**src/verilog/eac_defines.vh**
```
// Register map, field positions and reset values of the access registers
`ifndef EAC_DEFINES_VH
`define EAC_DEFINES_VH
`define EAC_OFS_EEPROM_CTRL   12'h42C
`define EAC_OFS_EXP_CTRL      12'h430
`define EAC_OFS_IRQ_STATUS    12'h440
`define EAC_OFS_IRQ_MASK      12'h444
`define EAC_OFS_EXP_DIR       12'h448
`define EAC_EE_ADDR_LSB       0
`define EAC_EE_ADDR_MSB       15
`define EAC_EE_BYTE_LSB       16
`define EAC_EE_BYTE_MSB       23
`define EAC_EE_BUSY_BIT       24
`define EAC_EE_DONE_BIT       25
`define EAC_EE_OP_BIT         26
`define EAC_EX_PINS_LSB       0
`define EAC_EX_PINS_MSB       15
`define EAC_EX_REFRESH_BIT    24
`define EAC_EX_TEST_BIT       25
`define EAC_EX_SEL_LSB        26
`define EAC_EX_SEL_MSB        29
`define EAC_EX_DONE_BIT       31
`define EAC_EX_COUNT          11
`define EAC_EX_SEL_MAX        4'hA
`define EAC_OP_WRITE          1'h0
`define EAC_OP_READ           1'h1
`define EAC_IRQ_EE_BIT        0
`define EAC_IRQ_EX_BIT        1
`define EAC_RESET_WORD        32'h00000000
`endif

```
**src/verilog/eac_access_regs.v**
```verilog
// EEPROM and I/O expander access register bank on Avalon-MM
//
// Local design decision: the Avalon-MM register port.
`timescale 1ns/1ps
`default_nettype none
`include "eac_defines.vh"
module eac_access_regs (
  input  wire         clk,
  input  wire         rst,
  input  wire [11:0]  avs_address,
  input  wire         avs_read,
  input  wire         avs_write,
  input  wire [31:0]  avs_writedata,
  input  wire [3:0]   avs_byteenable,
  output reg  [31:0]  avs_readdata,
  output wire         avs_waitrequest,
  output reg          ee_start,
  output reg          ee_op,
  output reg  [15:0]  ee_addr,
  output reg  [7:0]   ee_wdata,
  input  wire         ee_done,
  input  wire [7:0]   ee_rdata,
  output reg          ex_start,
  output reg  [3:0]   ex_index,
  output reg  [15:0]  ex_out_value,
  output reg          ex_test_mode,
  input  wire         ex_done,
  input  wire [15:0]  ex_in_value,
  input  wire [15:0]  core_out_value,
  output wire         irq
);
  // ==========================================================
  // Storage
  reg  [15:0] ee_addr_r;
  reg  [7:0]  ee_byte_r;
  reg         ee_busy_r;
  reg         ee_done_r;
  reg         ee_op_r;
  reg         ee_op_run_r;
  reg  [3:0]  ex_sel_r;
  reg         ex_test_r;
  reg         ex_done_r;
  reg         ex_busy_r;
  reg  [3:0]  ex_run_r;
  reg  [15:0] ex_dir_r [0:`EAC_EX_COUNT-1];
  reg  [15:0] ex_mir_r [0:`EAC_EX_COUNT-1];
  reg  [15:0] ex_tval_r [0:`EAC_EX_COUNT-1];
  reg  [1:0]  irq_mask_r;
  reg         ack_r;
  wire        sel_ok;
  wire        wr_ok;
  wire        rd_ok;
  wire [31:0] wmask;
  wire [31:0] wd;
  wire        wr_ee;
  wire        wr_ex;
  wire        wr_irq_st;
  wire        wr_irq_mk;
  wire        wr_dir;
  wire        ee_launch;
  wire        ex_refresh;
  wire        ex_test_wr;
  wire [15:0] sel_dir;
  wire [15:0] sel_mir;
  reg  [15:0] ee_addr_nxt;
  reg         ee_op_nxt;
  reg  [3:0]  ex_sel_nxt;
  reg         ex_test_nxt;
  reg         ex_sel_bad;
  reg  [31:0] rd_ee_word;
  reg  [31:0] rd_ex_word;
  reg  [31:0] rd_st_word;
  reg  [31:0] rd_mk_word;
  reg  [31:0] rd_dir_word;
  reg  [31:0] rd_word;
  wire [1:0]  irq_status;
  wire [1:0]  irq_pending;
  wire        ee_finish;
  wire        ex_finish;
  wire        ee_clear;
  wire        ex_clear;
  wire [15:0] run_tval;
  wire        run_ok;
  genvar      g;

  // ==========================================================
  // Avalon slave: one wait cycle, answer on second cycle
  assign avs_waitrequest = (avs_read | avs_write) & ~ack_r;
  assign wr_ok = avs_write & ack_r;
  assign rd_ok = avs_read & ~ack_r;
  assign wmask = {{8{avs_byteenable[3]}}, {8{avs_byteenable[2]}},
                  {8{avs_byteenable[1]}}, {8{avs_byteenable[0]}}};
  assign wd = avs_writedata & wmask;
  assign wr_ee = wr_ok & (avs_address == `EAC_OFS_EEPROM_CTRL);
  assign wr_ex = wr_ok & (avs_address == `EAC_OFS_EXP_CTRL);
  assign wr_irq_st = wr_ok & (avs_address == `EAC_OFS_IRQ_STATUS);
  assign wr_irq_mk = wr_ok & (avs_address == `EAC_OFS_IRQ_MASK);
  assign wr_dir = wr_ok & (avs_address == `EAC_OFS_EXP_DIR);
  assign sel_ok = (ex_sel_r <= `EAC_EX_SEL_MAX);
  assign sel_dir = sel_ok ? ex_dir_r[ex_sel_r] : 16'h0000;
  assign sel_mir = sel_ok ? ex_mir_r[ex_sel_r] : 16'h0000;

  always @(posedge clk) begin
    if (rst) begin
      ack_r <= 1'b0;
    end else begin
      ack_r <= (avs_read | avs_write) & ~ack_r;
    end
  end

  // ==========================================================
  // EEPROM access
  // Launch, finish and clear conditions
  assign ee_finish = ee_busy_r & ee_done;
  assign ee_clear = (wr_ee & avs_byteenable[3] & wd[`EAC_EE_DONE_BIT]) |
                    (wr_irq_st & wd[`EAC_IRQ_EE_BIT]);

  // Next address and operation, taken from the word being written
  always @* begin
    ee_addr_nxt = ee_addr_r;
    ee_op_nxt = ee_op_r;
    if (wr_ee & avs_byteenable[0]) begin
      ee_addr_nxt[7:0] = wd[7:0];
    end
    if (wr_ee & avs_byteenable[1]) begin
      ee_addr_nxt[15:8] = wd[15:8];
    end
    if (wr_ee & avs_byteenable[3]) begin
      ee_op_nxt = wd[`EAC_EE_OP_BIT];
    end
  end

  assign ee_launch = wr_ee & avs_byteenable[2];
  always @(posedge clk) begin
    if (rst) begin
      ee_addr_r <= 16'h0000;
      ee_byte_r <= 8'h00;
      ee_busy_r <= 1'b0;
      ee_done_r <= 1'b0;
      ee_op_r <= 1'b0;
      ee_op_run_r <= 1'b0;
      ee_start <= 1'b0;
      ee_op <= 1'b0;
      ee_addr <= 16'h0000;
      ee_wdata <= 8'h00;
    end else begin
      ee_start <= 1'b0;
      ee_addr_r <= ee_addr_nxt;
      ee_op_r <= ee_op_nxt;
      if (ee_launch & ~ee_busy_r) begin
        ee_start <= 1'b1;
        ee_busy_r <= 1'b1;
        ee_op_run_r <= ee_op_nxt;
        ee_op <= ee_op_nxt;
        ee_addr <= ee_addr_nxt;
        ee_wdata <= wd[`EAC_EE_BYTE_MSB:`EAC_EE_BYTE_LSB];
        if (ee_op_nxt == `EAC_OP_WRITE)
          ee_byte_r <= wd[`EAC_EE_BYTE_MSB:`EAC_EE_BYTE_LSB];
      end else if (ee_busy_r & ee_done) begin
        ee_busy_r <= 1'b0;
        if (ee_op_run_r == `EAC_OP_READ)
          ee_byte_r <= ee_rdata;
      end
      if (ee_finish)
        ee_done_r <= 1'b1;
      else if (ee_clear)
        ee_done_r <= 1'b0;
    end
  end

  // ==========================================================
  // Expander access
  assign ex_refresh = wr_ex & avs_byteenable[3] & wd[`EAC_EX_REFRESH_BIT]
                      & ~ex_sel_bad;
  assign ex_test_wr = wr_ex & ex_test_r & ~ex_sel_bad &
                      (avs_byteenable[1] | avs_byteenable[0]);
  assign ex_finish = ex_busy_r & ex_done;
  assign ex_clear = (wr_ex & avs_byteenable[3] & wd[`EAC_EX_DONE_BIT]) |
                    (wr_irq_st & wd[`EAC_IRQ_EX_BIT]);

  // Next select and test mode; reserved select codes are dropped
  always @* begin
    ex_sel_nxt = ex_sel_r;
    ex_test_nxt = ex_test_r;
    ex_sel_bad = 1'b0;
    if (wr_ex & avs_byteenable[3]) begin
      ex_test_nxt = wd[`EAC_EX_TEST_BIT];
      if (wd[`EAC_EX_SEL_MSB:`EAC_EX_SEL_LSB] <= `EAC_EX_SEL_MAX) begin
        ex_sel_nxt = wd[`EAC_EX_SEL_MSB:`EAC_EX_SEL_LSB];
      end else begin
        ex_sel_bad = 1'b1;
      end
    end
  end

  always @(posedge clk) begin
    if (rst) begin
      ex_sel_r <= 4'h0;
      ex_test_r <= 1'b0;
      ex_done_r <= 1'b0;
      ex_busy_r <= 1'b0;
      ex_run_r <= 4'h0;
      ex_start <= 1'b0;
      ex_index <= 4'h0;
      irq_mask_r <= 2'h0;
    end else begin
      ex_start <= 1'b0;
      ex_sel_r <= ex_sel_nxt;
      ex_test_r <= ex_test_nxt;
      if (wr_irq_mk & avs_byteenable[0])
        irq_mask_r <= wd[1:0];
      if ((ex_refresh | ex_test_wr) & ~ex_busy_r) begin
        ex_start <= 1'b1;
        ex_busy_r <= 1'b1;
        ex_run_r <= ex_sel_nxt;
        ex_index <= ex_sel_nxt;
      end else if (ex_busy_r & ex_done) begin
        ex_busy_r <= 1'b0;
      end
      if (ex_finish)
        ex_done_r <= 1'b1;
      else if (ex_clear)
        ex_done_r <= 1'b0;
    end
  end

  // Per-expander direction, test values and mirrors
  generate
    for (g = 0; g < `EAC_EX_COUNT; g = g + 1) begin : gen_exp
      // Direction of each pin, one means output
      always @(posedge clk) begin
        if (rst) begin
          ex_dir_r[g] <= 16'h0000;
        end else if (wr_dir & (ex_sel_r == g) & sel_ok) begin
          ex_dir_r[g] <= wd[15:0];
        end
      end

      // Test values, only output bits take the write
      always @(posedge clk) begin
        if (rst) begin
          ex_tval_r[g] <= 16'h0000;
        end else if (ex_test_wr & (ex_sel_nxt == g)) begin
          ex_tval_r[g] <= (ex_tval_r[g] & ~ex_dir_r[g]) |
                          (wd[15:0] & ex_dir_r[g]);
        end
      end

      // Mirror: inputs as fetched, outputs as sent
      always @(posedge clk) begin
        if (rst) begin
          ex_mir_r[g] <= 16'h0000;
        end else if (ex_finish & (ex_run_r == g)) begin
          ex_mir_r[g] <= (ex_in_value & ~ex_dir_r[g]) |
                         (ex_out_value & ex_dir_r[g]);
        end
      end
    end
  endgenerate

  // Values sent to the expander being served
  assign run_ok = (ex_run_r <= `EAC_EX_SEL_MAX);
  assign run_tval = run_ok ? ex_tval_r[ex_run_r] : 16'h0000;

  always @(posedge clk) begin
    if (rst) begin
      ex_test_mode <= 1'b0;
    end else begin
      ex_test_mode <= ex_test_r;
    end
  end

  always @(posedge clk) begin
    if (rst) begin
      ex_out_value <= 16'h0000;
    end else if (ex_test_r & run_ok) begin
      ex_out_value <= run_tval;
    end else begin
      ex_out_value <= core_out_value;
    end
  end

  // ==========================================================
  // Interrupt and read data
  // Status doubles as the done flags; level output while any is unmasked
  assign irq_status = {ex_done_r, ee_done_r};
  assign irq_pending = irq_status & irq_mask_r;
  assign irq = |irq_pending;

  // Field layout of the EEPROM word
  always @* begin
    rd_ee_word = 32'h00000000;
    rd_ee_word[`EAC_EE_ADDR_MSB:`EAC_EE_ADDR_LSB] = ee_addr_r;
    rd_ee_word[`EAC_EE_BYTE_MSB:`EAC_EE_BYTE_LSB] = ee_byte_r;
    rd_ee_word[`EAC_EE_BUSY_BIT] = ee_busy_r;
    rd_ee_word[`EAC_EE_DONE_BIT] = ee_done_r;
    rd_ee_word[`EAC_EE_OP_BIT] = ee_op_r;
  end

  // Field layout of the expander word; refresh never reads back
  always @* begin
    rd_ex_word = 32'h00000000;
    rd_ex_word[`EAC_EX_PINS_MSB:`EAC_EX_PINS_LSB] = sel_mir;
    rd_ex_word[`EAC_EX_REFRESH_BIT] = 1'b0;
    rd_ex_word[`EAC_EX_TEST_BIT] = ex_test_r;
    rd_ex_word[`EAC_EX_SEL_MSB:`EAC_EX_SEL_LSB] = ex_sel_r;
    rd_ex_word[`EAC_EX_DONE_BIT] = ex_done_r;
  end

  always @* begin
    rd_st_word = 32'h00000000;
    rd_st_word[`EAC_IRQ_EE_BIT] = irq_status[0];
    rd_st_word[`EAC_IRQ_EX_BIT] = irq_status[1];
  end

  always @* begin
    rd_mk_word = 32'h00000000;
    rd_mk_word[1:0] = irq_mask_r;
  end

  always @* begin
    rd_dir_word = 32'h00000000;
    rd_dir_word[15:0] = sel_dir;
  end

  // Word selected by the bus address
  always @* begin
    case (avs_address)
      `EAC_OFS_EEPROM_CTRL: begin
        rd_word = rd_ee_word;
      end
      `EAC_OFS_EXP_CTRL: begin
        rd_word = rd_ex_word;
      end
      `EAC_OFS_IRQ_STATUS: begin
        rd_word = rd_st_word;
      end
      `EAC_OFS_IRQ_MASK: begin
        rd_word = rd_mk_word;
      end
      `EAC_OFS_EXP_DIR: begin
        rd_word = rd_dir_word;
      end
      default: begin
        rd_word = 32'h00000000;
      end
    endcase
  end

  // Read data registered in the wait cycle, valid with the answer
  always @(posedge clk) begin
    if (rst) begin
      avs_readdata <= `EAC_RESET_WORD;
    end else if (rd_ok) begin
      avs_readdata <= rd_word;
    end
  end
endmodule // eac_access_regs
`default_nettype wire

```
**config.mk**
```make
export PLATFORM = sky130hd
export DESIGN_NAME = eac_access_regs
export DESIGN_NICKNAME = d
export VERILOG_FILES = /design/src/verilog/eac_access_regs.v
export VERILOG_INCLUDE_DIRS = /design/src /design/src/verilog
export SDC_FILE = /design/constraint.sdc
export NUM_CORES = 1
export LEC_CHECK = 0
export BUFFER_PORTS_ARGS = -buffer_cell sky130_fd_sc_hd__buf_2
export CORE_MARGIN = 4
export CORE_UTILIZATION = 49
export CTS_CLUSTER_DIAMETER = 150
export DETAILED_ROUTE_END_ITERATION = 12
export GPL_TIMING_DRIVEN = 0
export PLACE_DENSITY = 0.66
export SYNTH_ARGS = -nofsm -noshare
export SYNTH_HDL_FRONTEND = slang
export SYNTH_SLANG_ARGS = --single-unit
```
**constraint.sdc**
```tcl
create_clock -name clk -period 4.47 [get_ports clk]
set_input_delay 0 -clock clk [delete_from_list [all_inputs] [get_ports clk]]
set_output_delay 0 -clock clk [all_outputs]
set_load 0.02 [all_outputs]
```
## Yosys cells after proc, flatten, opt, wreduce, memory -nomap -nowiden

Memory sizes are Yosys's and may differ from the RTL's. A register that Yosys moved wholly into a read port is not among the register bits.
Cells that the tools add are included.

| storage, ports and cells | value |
|---|---|
| register bits after elaboration | 117 |
| memory bits (writable) | 528 |
| bits of input ports | 94 |
| output and inout bits | 82 |
| word-level logic and storage cells | 429 |
| memories | 3 |

Memory list:

| memory | words | bits a word | read ports | clocked after Yosys merged registers in | wr ports | line | text |
|---|---|---|---|---|---|---|---|
| ex_dir_r | 11 | 16 | 12 | 1 | 11 | eac_access_regs.v:45 | `` reg [15:0] ex_dir_r [0:`EAC_EX_COUNT-1]; `` |
| ex_mir_r | 11 | 16 | 1 | 1 | 11 | eac_access_regs.v:46 | `` reg [15:0] ex_mir_r [0:`EAC_EX_COUNT-1]; `` |
| ex_tval_r | 11 | 16 | 12 | 1 | 11 | eac_access_regs.v:47 | `` reg [15:0] ex_tval_r [0:`EAC_EX_COUNT-1]; `` |

| cells by class | value |
|---|---|
| magnitude comparators | 3 |
| equal/unequal tests | 36 |
| mux-type cells | 164 |
| bitwise gates (word level) | 193 |
| reductions and logical operators | 10 |

Operators with widths:

| kind | number |
|---|---|
| $and A16 B16 Y16 | 44 |
| $mux W16 | 37 |
| $or A16 B16 Y16 | 22 |
| $not A16 Y16 | 11 |
| $pmux W32 S5 | 1 |
| $mux W1 | 114 |
| $and A1 B1 Y1 | 72 |
| $eq A12 B11 Y1 const B | 5 |
| $eq A4 B3 Y1 const B | 12 |
| $mux W8 | 6 |
| $or A1 B1 Y1 | 38 |
| $eq A4 B4 Y1 const B | 9 |
| $and A32 B32 Y32 | 1 |
| $eq A4 B2 Y1 const B | 6 |
| $mux W4 | 6 |
| $eq A4 B1 Y1 const B | 3 |
| $le A4 B4 Y1 const B | 3 |
| $logic_not A4 Y1 | 3 |
| $reduce_bool A2 Y1 | 5 |
| $not A1 Y1 | 4 |
| $reduce_and A3 Y1 | 1 |
| $and A2 B2 Y2 | 1 |
| $ne A2 B2 Y1 const B | 1 |
| $reduce_or A2 Y1 | 1 |

## Logic depth before layout (Yosys ltp)

Gate-level depths: netlist (run 1).

| logic depth | value |
|---|---|
| depth after elaboration | 12 |
| depth in mapped cells | 9 |
| gate-level depth less buffers | 5 |

## Least setup slack after synthesis (run 1)

OpenSTA, ideal clock, no wires.

| path | value |
|---|---|
| path type | register to register |
| start | reg ack_r |
| end | mem ex_tval_r[2][0] (enable) |
| library setup time | 411 ps |
| data arrival time | 2,798 ps |
| required time | 4,059 ps |
| slack | 1,261 ps |
| cell stages (with the launch flop) | 8 |
| path buffers | 2 |
| period minus slack after synthesis | 3,209 ps |
| cells stage by stage | dfxtp_1 > and3_1 > nand3_2 > buf_2 > nor4_2 > nor2_2 > buf_2 > o21ai_0 |

RTL lines:

| item | line | text |
|---|---|---|
| start: declaration | eac_access_regs.v:49 | `reg ack_r;` |
| start signal: assignment | eac_access_regs.v:107 | `ack_r <= (avs_read \| avs_write) & ~ack_r;` |
| end: declaration | eac_access_regs.v:47 |  |

==> impl_metrics.py, run 1 <==
metrics = {
    "global_routing": {
        "globalRouteTotalUtil_pct": 33.5,
        "grt_pass1_vias": 24800,
        "grt_pass1_wl_um": 171000,
        "antenna_found_initial": 4,
        "grt_overflow": 0,
        "grt_start_max_net_pins": 17,
    },
    "cts": {
        "post_cts_resized": 0,
        "clock_latency_ns": 0.63,
        "cts-root-buf": "clkbuf_16",
        "cts_post_setup_buffers_inserted": 0,
        "htreeDepth": 3,
        "cts_tree": "done",
        "path_clk_slew_ns": 0.07,
        "cts_sinks": 648,
        "cts_made_buffers": 73,
        "clock_path_buffers": 3,
        "cts_hold_buf": 88,
    },
    "floorplan": {
        "start_util_pct": 49.8,
        "die_w_um": 265,
        "rows": 93,
        "dieArea_um2": 70000,
        "die_h_um": 265,
        "boundaryPins": 176,
        "core_area_um2": 64800,
    },
    "run": {
        "max_cap_viol_count": 0,
    },
    "setup_path": {
        "crit_slowest_cell": "a22oi_1",
        "cp-start-kind": "flop",
        "critPathKind": "reg2reg",
        "slowest_delay_ns": 1.09,
        "critical_path.endpoint_type": "flop",
        "crit_buf_inv": 4,
        "critical_path_required_ns": 4.81,
        "crit_family": "buffers and inverters",
        "arrival_ns": 4.40,
        "critPathMaxFanout": 10,
        "path_cells": "clkbuf_1 > buf_2 > buf_2 > a211oi_1 > a22oi_1 > clkbuf_1 > nor3_1",
    },
    "sta": {
        "setup_viol": 0,
        "finalMaxSlewViolations": 0,
        "tightest_slew_ns": 1.48,
        "fmax_ghz": 0.246,
        "clock_skew_ns": 0.0273,
        "hold_viol": 0,
        "rsz0062_at_grt": "false",
        "period_needed_ns": 4.06,
        "hold_ws_ns": 0.0553,
        "relSlewSlack_pct": 1.15,
        "period_share_pct": 90.9,
    },
    "detailed_routing": {
        "wirelength_um": 121000,
        "viasPerCell": 6.50,
        "drtPass1Iterations": 5,
        "ant_nets": 0,
        "first_iter_violations": 3556,
        "vias": 25300,
        "wl_per_cell_um": 31.1,
        "drc": 0,
    },
    "final_layout": {
        "final_layout_size_suffix_gt1_share_pct": 17.8,
        "fin_nets": 3071,
        "final_common_cell": "edfxtp_1",
        "layout_common_cells": "edfxtp_1, nor2_1, mux2i_1, buf_2, nand2_1",
        "syn_to_final_growth_pct": 16.7,
        "stdcell_count": 3889,
        "fillers": 5254,
    },
    "pwr": {
        "power.leakage_nw": 12.9,
        "p_total_mw": 14.0,
        "irDropWorstVdd_mv": 0.284,
        "p_per_area_nw_per_um2": 372,
    },
    "logic_synthesis": {
        "syn_avg_cell_area_um2": 12.2,
        "yosysSeqAreaShare_pct": 56.6,
        "synth-seq-cells": 648,
        "syn_inst": 2636,
        "syn_nets": 2730,
        "ys_types": 66,
        "yosysWarnings": 0,
        "synthArstFlopShare_pct": 0,
        "synth_ff_type": "edfxtp_1",
        "synth_area_um2": 32300,
        "synth-edff-count": 528,
    },
    "status": {
        "run_status": "finished, final reports clean",
    },
    "placed_design": {
        "portBuffers": 170,
        "dpl.hpwl_um": 89600,
        "place_inst": 3669,
        "place_congestion": 0.972,
    },
    "min_path": {
        "hold_path.class": "in2reg",
    },
}
kinds of logic (layout without fill, tap and decap cells):
family	Yosys count	after routing	synth area share (%)
flip-flops	648	648	56.6
multiplexers	562	562	21.2
AND/OR/NAND/NOR	919	919	13.0
buffers and inverters	225	622	2.86
other	1	2	0.0116
AO/OA/AOI/OAI	281	281	6.34
flip-flops by register name, indices dropped and copies added (netlist names), 16 cells and up, named ones only:
signal,count
ex_dir_r,176
ex_mir_r,176
ex_tval_r,176
avs_readdata,31
ee_addr,16
ee_addr_r,16
ex_out_value,16
layer usage:
metal,part of all wire [%],track usage (%)
met5,0.044,0.338
met4,4.1,12.6
met3,13,10.0
met2,44,51.8
met1,38,45.0
report_power, final:
| part | internal (mW) | switching [mW] | total, mW | leakage [nW] |
|---|---|---|---|---|
| sequential | 6.72 | 0.156 | 6.87 | 6.25 |
| clock | 3.65 | 2.58 | 6.23 | 1.19 |
| combinational | 0.305 | 0.578 | 0.883 | 5.44 |
metrics by stage:
step | worst slack, ns | instance area [um^2] | TNS (ns) | utilization (%)
floorplan | 1.26 | 32300 | 0 | -
global placement | -1.23 | 34200 | -100.87 | 52.8
detailed placement | 0.601 | 34300 | 0 | 53.0
CTS | 0.593 | 37600 | 0 | 58.1
global route | 0.390 | 37600 | 0 | 58.1
finish | 0.407 | 37600 | 0 | 58.1
cells in the mapped netlist (21+ instances only):
library cell | n | area (um^2)
buf_1 | 32 | 120
nor3_2 | 30 | 300
edfxtp_1 | 528 | 15900
nand2_1 | 199 | 747
buf_2 | 36 | 180
mux4_2 | 94 | 2120
mux2_2 | 40 | 450
o21ai_0 | 63 | 315
nor2_1 | 447 | 1680
nor3_1 | 127 | 636
dfxtp_1 | 120 | 2400
mux2i_1 | 428 | 4280
clkbuf_1 | 144 | 541
a21oi_1 | 61 | 305
o211ai_1 | 29 | 218
and2_1 | 24 | 150
a211oi_1 | 21 | 158
worst register-to-register path: cells and delay by family (launching register included):
family / cells / cell delay [ns]
AO/OA/AOI/OAI: 2 / 1.27
buffers and inverters: 4 / 2.04
flip-flops: 1 / 0.31
AND/OR/NAND/NOR: 1 / 0.15
final timing paths:
kind                                                     from                       endpoint  slack, ns  depth (start not counted)
worst max-delay path                   ex_sel_r[0]$_SDFF_PP0_  ex_tval_r[4][9]$_SDFFCE_PN0P_       0.41                          7
worst min-delay path                           avs_address[1]             ee_op_r$_SDFF_PP0_       0.06                          5
worst max register to register         ex_sel_r[0]$_SDFF_PP0_  ex_tval_r[4][9]$_SDFFCE_PN0P_       0.41                          7
worst min register to register  avs_readdata[17]$_SDFFE_PP0P_  avs_readdata[17]$_SDFFE_PP0P_       0.45                          2
cell type report:
cell class	count	area, um^2	share of cell area [%]
clock buffer	92	1960	5.21
clock inverter	39	459	1.22
tap	855	1070	2.84
buffer	219	901	2.39
inverter	6	22.5	0.0598
sequential	648	18300	48.5
antenna	1	2.50	0.00665
multi-input combinational	1763	13100	34.9
timing repair buffer	266	1850	4.92
Power figures use the tool's default switching activity.
==> run 2: changes to the inputs <==
--- a/config.mk
+++ b/config.mk
@@ -13,6 +13,7 @@
 export DETAILED_ROUTE_END_ITERATION = 12
 export GPL_TIMING_DRIVEN = 0
 export PLACE_DENSITY = 0.66
+export REMOVE_ABC_BUFFERS = 1
 export SYNTH_ARGS = -nofsm -noshare
 export SYNTH_HDL_FRONTEND = slang
 export SYNTH_SLANG_ARGS = --single-unit
==> constraint.sdc (replaced) <==
create_clock -name clk -period 3.8 [get_ports clk]
set_input_delay 0 -clock clk [delete_from_list [all_inputs] [get_ports clk]]
set_output_delay 0 -clock clk [all_outputs]
set_load 0.02 [all_outputs]
==> impl_metrics.py, run 2 (synthesis gave the netlist of run 1 again) <==
metrics = {
    "setup_path": {
        "cp-start-kind": "input port",
        "critical_path.endpoint_type": "flop",
        "ff2ff_setup_slack_ns": 0.30,
        "critical_path_required_ns": 4.00,
        "critPathKind": "in2reg",
        "timing.rr.end": "ex_dir_r[1][0]$_SDFFCE_PN0P_",
        "reg2regPathDepth": 4,
        "arrival_ns": 3.87,
        "regToRegStartpoint": "ex_sel_r[0]$_SDFF_PP0_",
        "critPathMaxFanout": 92,
        "crit_start": "rst",
        "crit_end": "ex_mir_r[3][2]$_SDFFCE_PN0P_",
    },
    "sta": {
        "finalMaxSlewViolations": 0,
        "period_share_pct": 96.4,
        "tightest_slew_ns": 1.48,
        "hold_viol": 0,
        "fin_setup_tns_ns": 0,
        "clock_skew_ns": 0.0246,
        "rsz0062_at_grt": "false",
        "setup_ws_ns": 0.138,
        "fmax_ghz": 0.273,
        "period_needed_ns": 3.66,
        "relSlewSlack_pct": 0.961,
        "setup_viol": 0,
        "hold_ws_ns": 0.0334,
    },
    "cts": {
        "clock_path_buffers": 3,
        "cts_tree": "done",
        "htreeDepth": 3,
        "cts_sinks": 648,
        "path_clk_slew_ns": 0.06,
        "cts_made_buffers": 69,
        "cts-root-buf": "clkbuf_16",
        "clock_latency_ns": 0.62,
    },
    "floorplan": {
        "start_util_pct": 49.8,
        "dieArea_um2": 70000,
        "die_h_um": 265,
        "core_area_um2": 64800,
        "rows": 93,
        "boundaryPins": 176,
        "die_w_um": 265,
    },
    "detailed_routing": {
        "wirelength_um": 110000,
        "wl_per_cell_um": 29.7,
        "vias": 24000,
        "first_iter_violations": 2849,
        "viasPerCell": 6.49,
        "drtPass1Iterations": 6,
        "ant_nets": 0,
        "drc": 0,
    },
    "final_layout": {
        "layout_common_cells": "edfxtp_1, nor2_1, mux2i_1, nand2_1, buf_2",
        "final_layout_size_suffix_gt1_share_pct": 19.1,
        "stdcell_count": 3694,
        "top_regs": "ex_dir_r x176, ex_mir_r x176, ex_tval_r x176",
        "final_util_pct": 57.3,
        "diodes": 0,
        "fillers": 5197,
        "syn_to_final_growth_pct": 15.1,
        "final_common_cell": "edfxtp_1",
        "fin_nets": 2881,
    },
    "global_routing": {
        "grt_pass1_wl_um": 158000,
        "globalRouteTotalUtil_pct": 30.3,
        "antenna_found_initial": 0,
        "grt_start_max_net_pins": 93,
        "grt_pass1_vias": 23300,
        "grt_overflow": 0,
    },
    "pwr": {
        "power.leakage_nw": 12.6,
        "p_per_area_nw_per_um2": 417,
        "irDropWorstVdd_mv": 0.302,
    },
    "placed_design": {
        "place_congestion": 0.888,
        "place_inst": 3476,
        "portBuffers": 173,
        "pre_cts_ws_ns": -0.369,
        "dpl.hpwl_um": 70800,
    },
    "min_path": {
        "hold_path.class": "in2reg",
    },
    "run": {
        "max_cap_viol_count": 0,
    },
    "status": {
        "run_status": "finished, final reports clean",
    },
}
## run 2: layout make-up
class,instances,area [um^2],area share (%)
well taps,855,1070,2.88
flip-flops and latches,648,18300,49.2
clock inverters,24,128,0.344
clock buffers,99,1960,5.28
multi-input cells,1763,13200,35.7
repair buffers,299,2440,6.57
inverters,6,22.5,0.0606
## run 2: worst max-delay path: stages
cell      delay (ns)
buf_4           0.75
clkinv_1        1.38
nand2_1         1.65
## run 2: routing by layer
| layer | vias to the layer above | GRT usage, % | routed length [um] |
|---|---|---|---|
| li1 | 10100 | - | - |
| met1 | 12000 | 41.0 | 41600 |
| met5 | - | 0 | 0 |
| met3 | 262 | 7.40 | 13300 |
| met4 | 0 | 11.0 | 4280 |
| met2 | 1595 | 48.1 | 50400 |
## run 2: how the worst min path moves through the flow
stage                            start                             to  slack, ns  depth (start not counted)
floorplan                          rst  avs_readdata[16]$_SDFFE_PP0P_       0.07                          1
global placement    core_out_value[10]    ex_out_value[10]$_SDFF_PP0_       0.22                          2
detailed placement   core_out_value[2]     ex_out_value[2]$_SDFF_PP0_       0.22                          2
CTS                     avs_address[3]  avs_readdata[28]$_SDFFE_PP0P_      0.004                          5
global route            avs_address[1]  avs_readdata[29]$_SDFFE_PP0P_       0.08                          5
finish                  avs_address[3]  avs_readdata[27]$_SDFFE_PP0P_       0.03                          5
## run 2: where the power goes
group          switching, mW  internal, mW  leakage, nW  total [mW]
combinational          0.619         0.356         5.35       0.975
sequential             0.205          7.90         6.25        8.10
clock                   2.83          3.60         1.03        6.43
total                   3.65          11.9         12.6        15.5
## run 2: what timing repair did
action | in CTS | in global routing
pin swaps | 0 | 4
buffers inserted | 0 | 11
hold endpoints to repair | 257 | 0
setup endpoints to repair | 7 | 82
resized for setup | 1 | 0
hold buffers | 84 | 0
## run 2: stage by stage
stage | total power [mW] | instance area (um^2)
floorplan | 8.63 | 31400
global placement | 9.06 | 33300
detailed placement | 9.11 | 34000
CTS | 15.5 | 37000
global route | 15.9 | 37100
finish | 15.5 | 37100
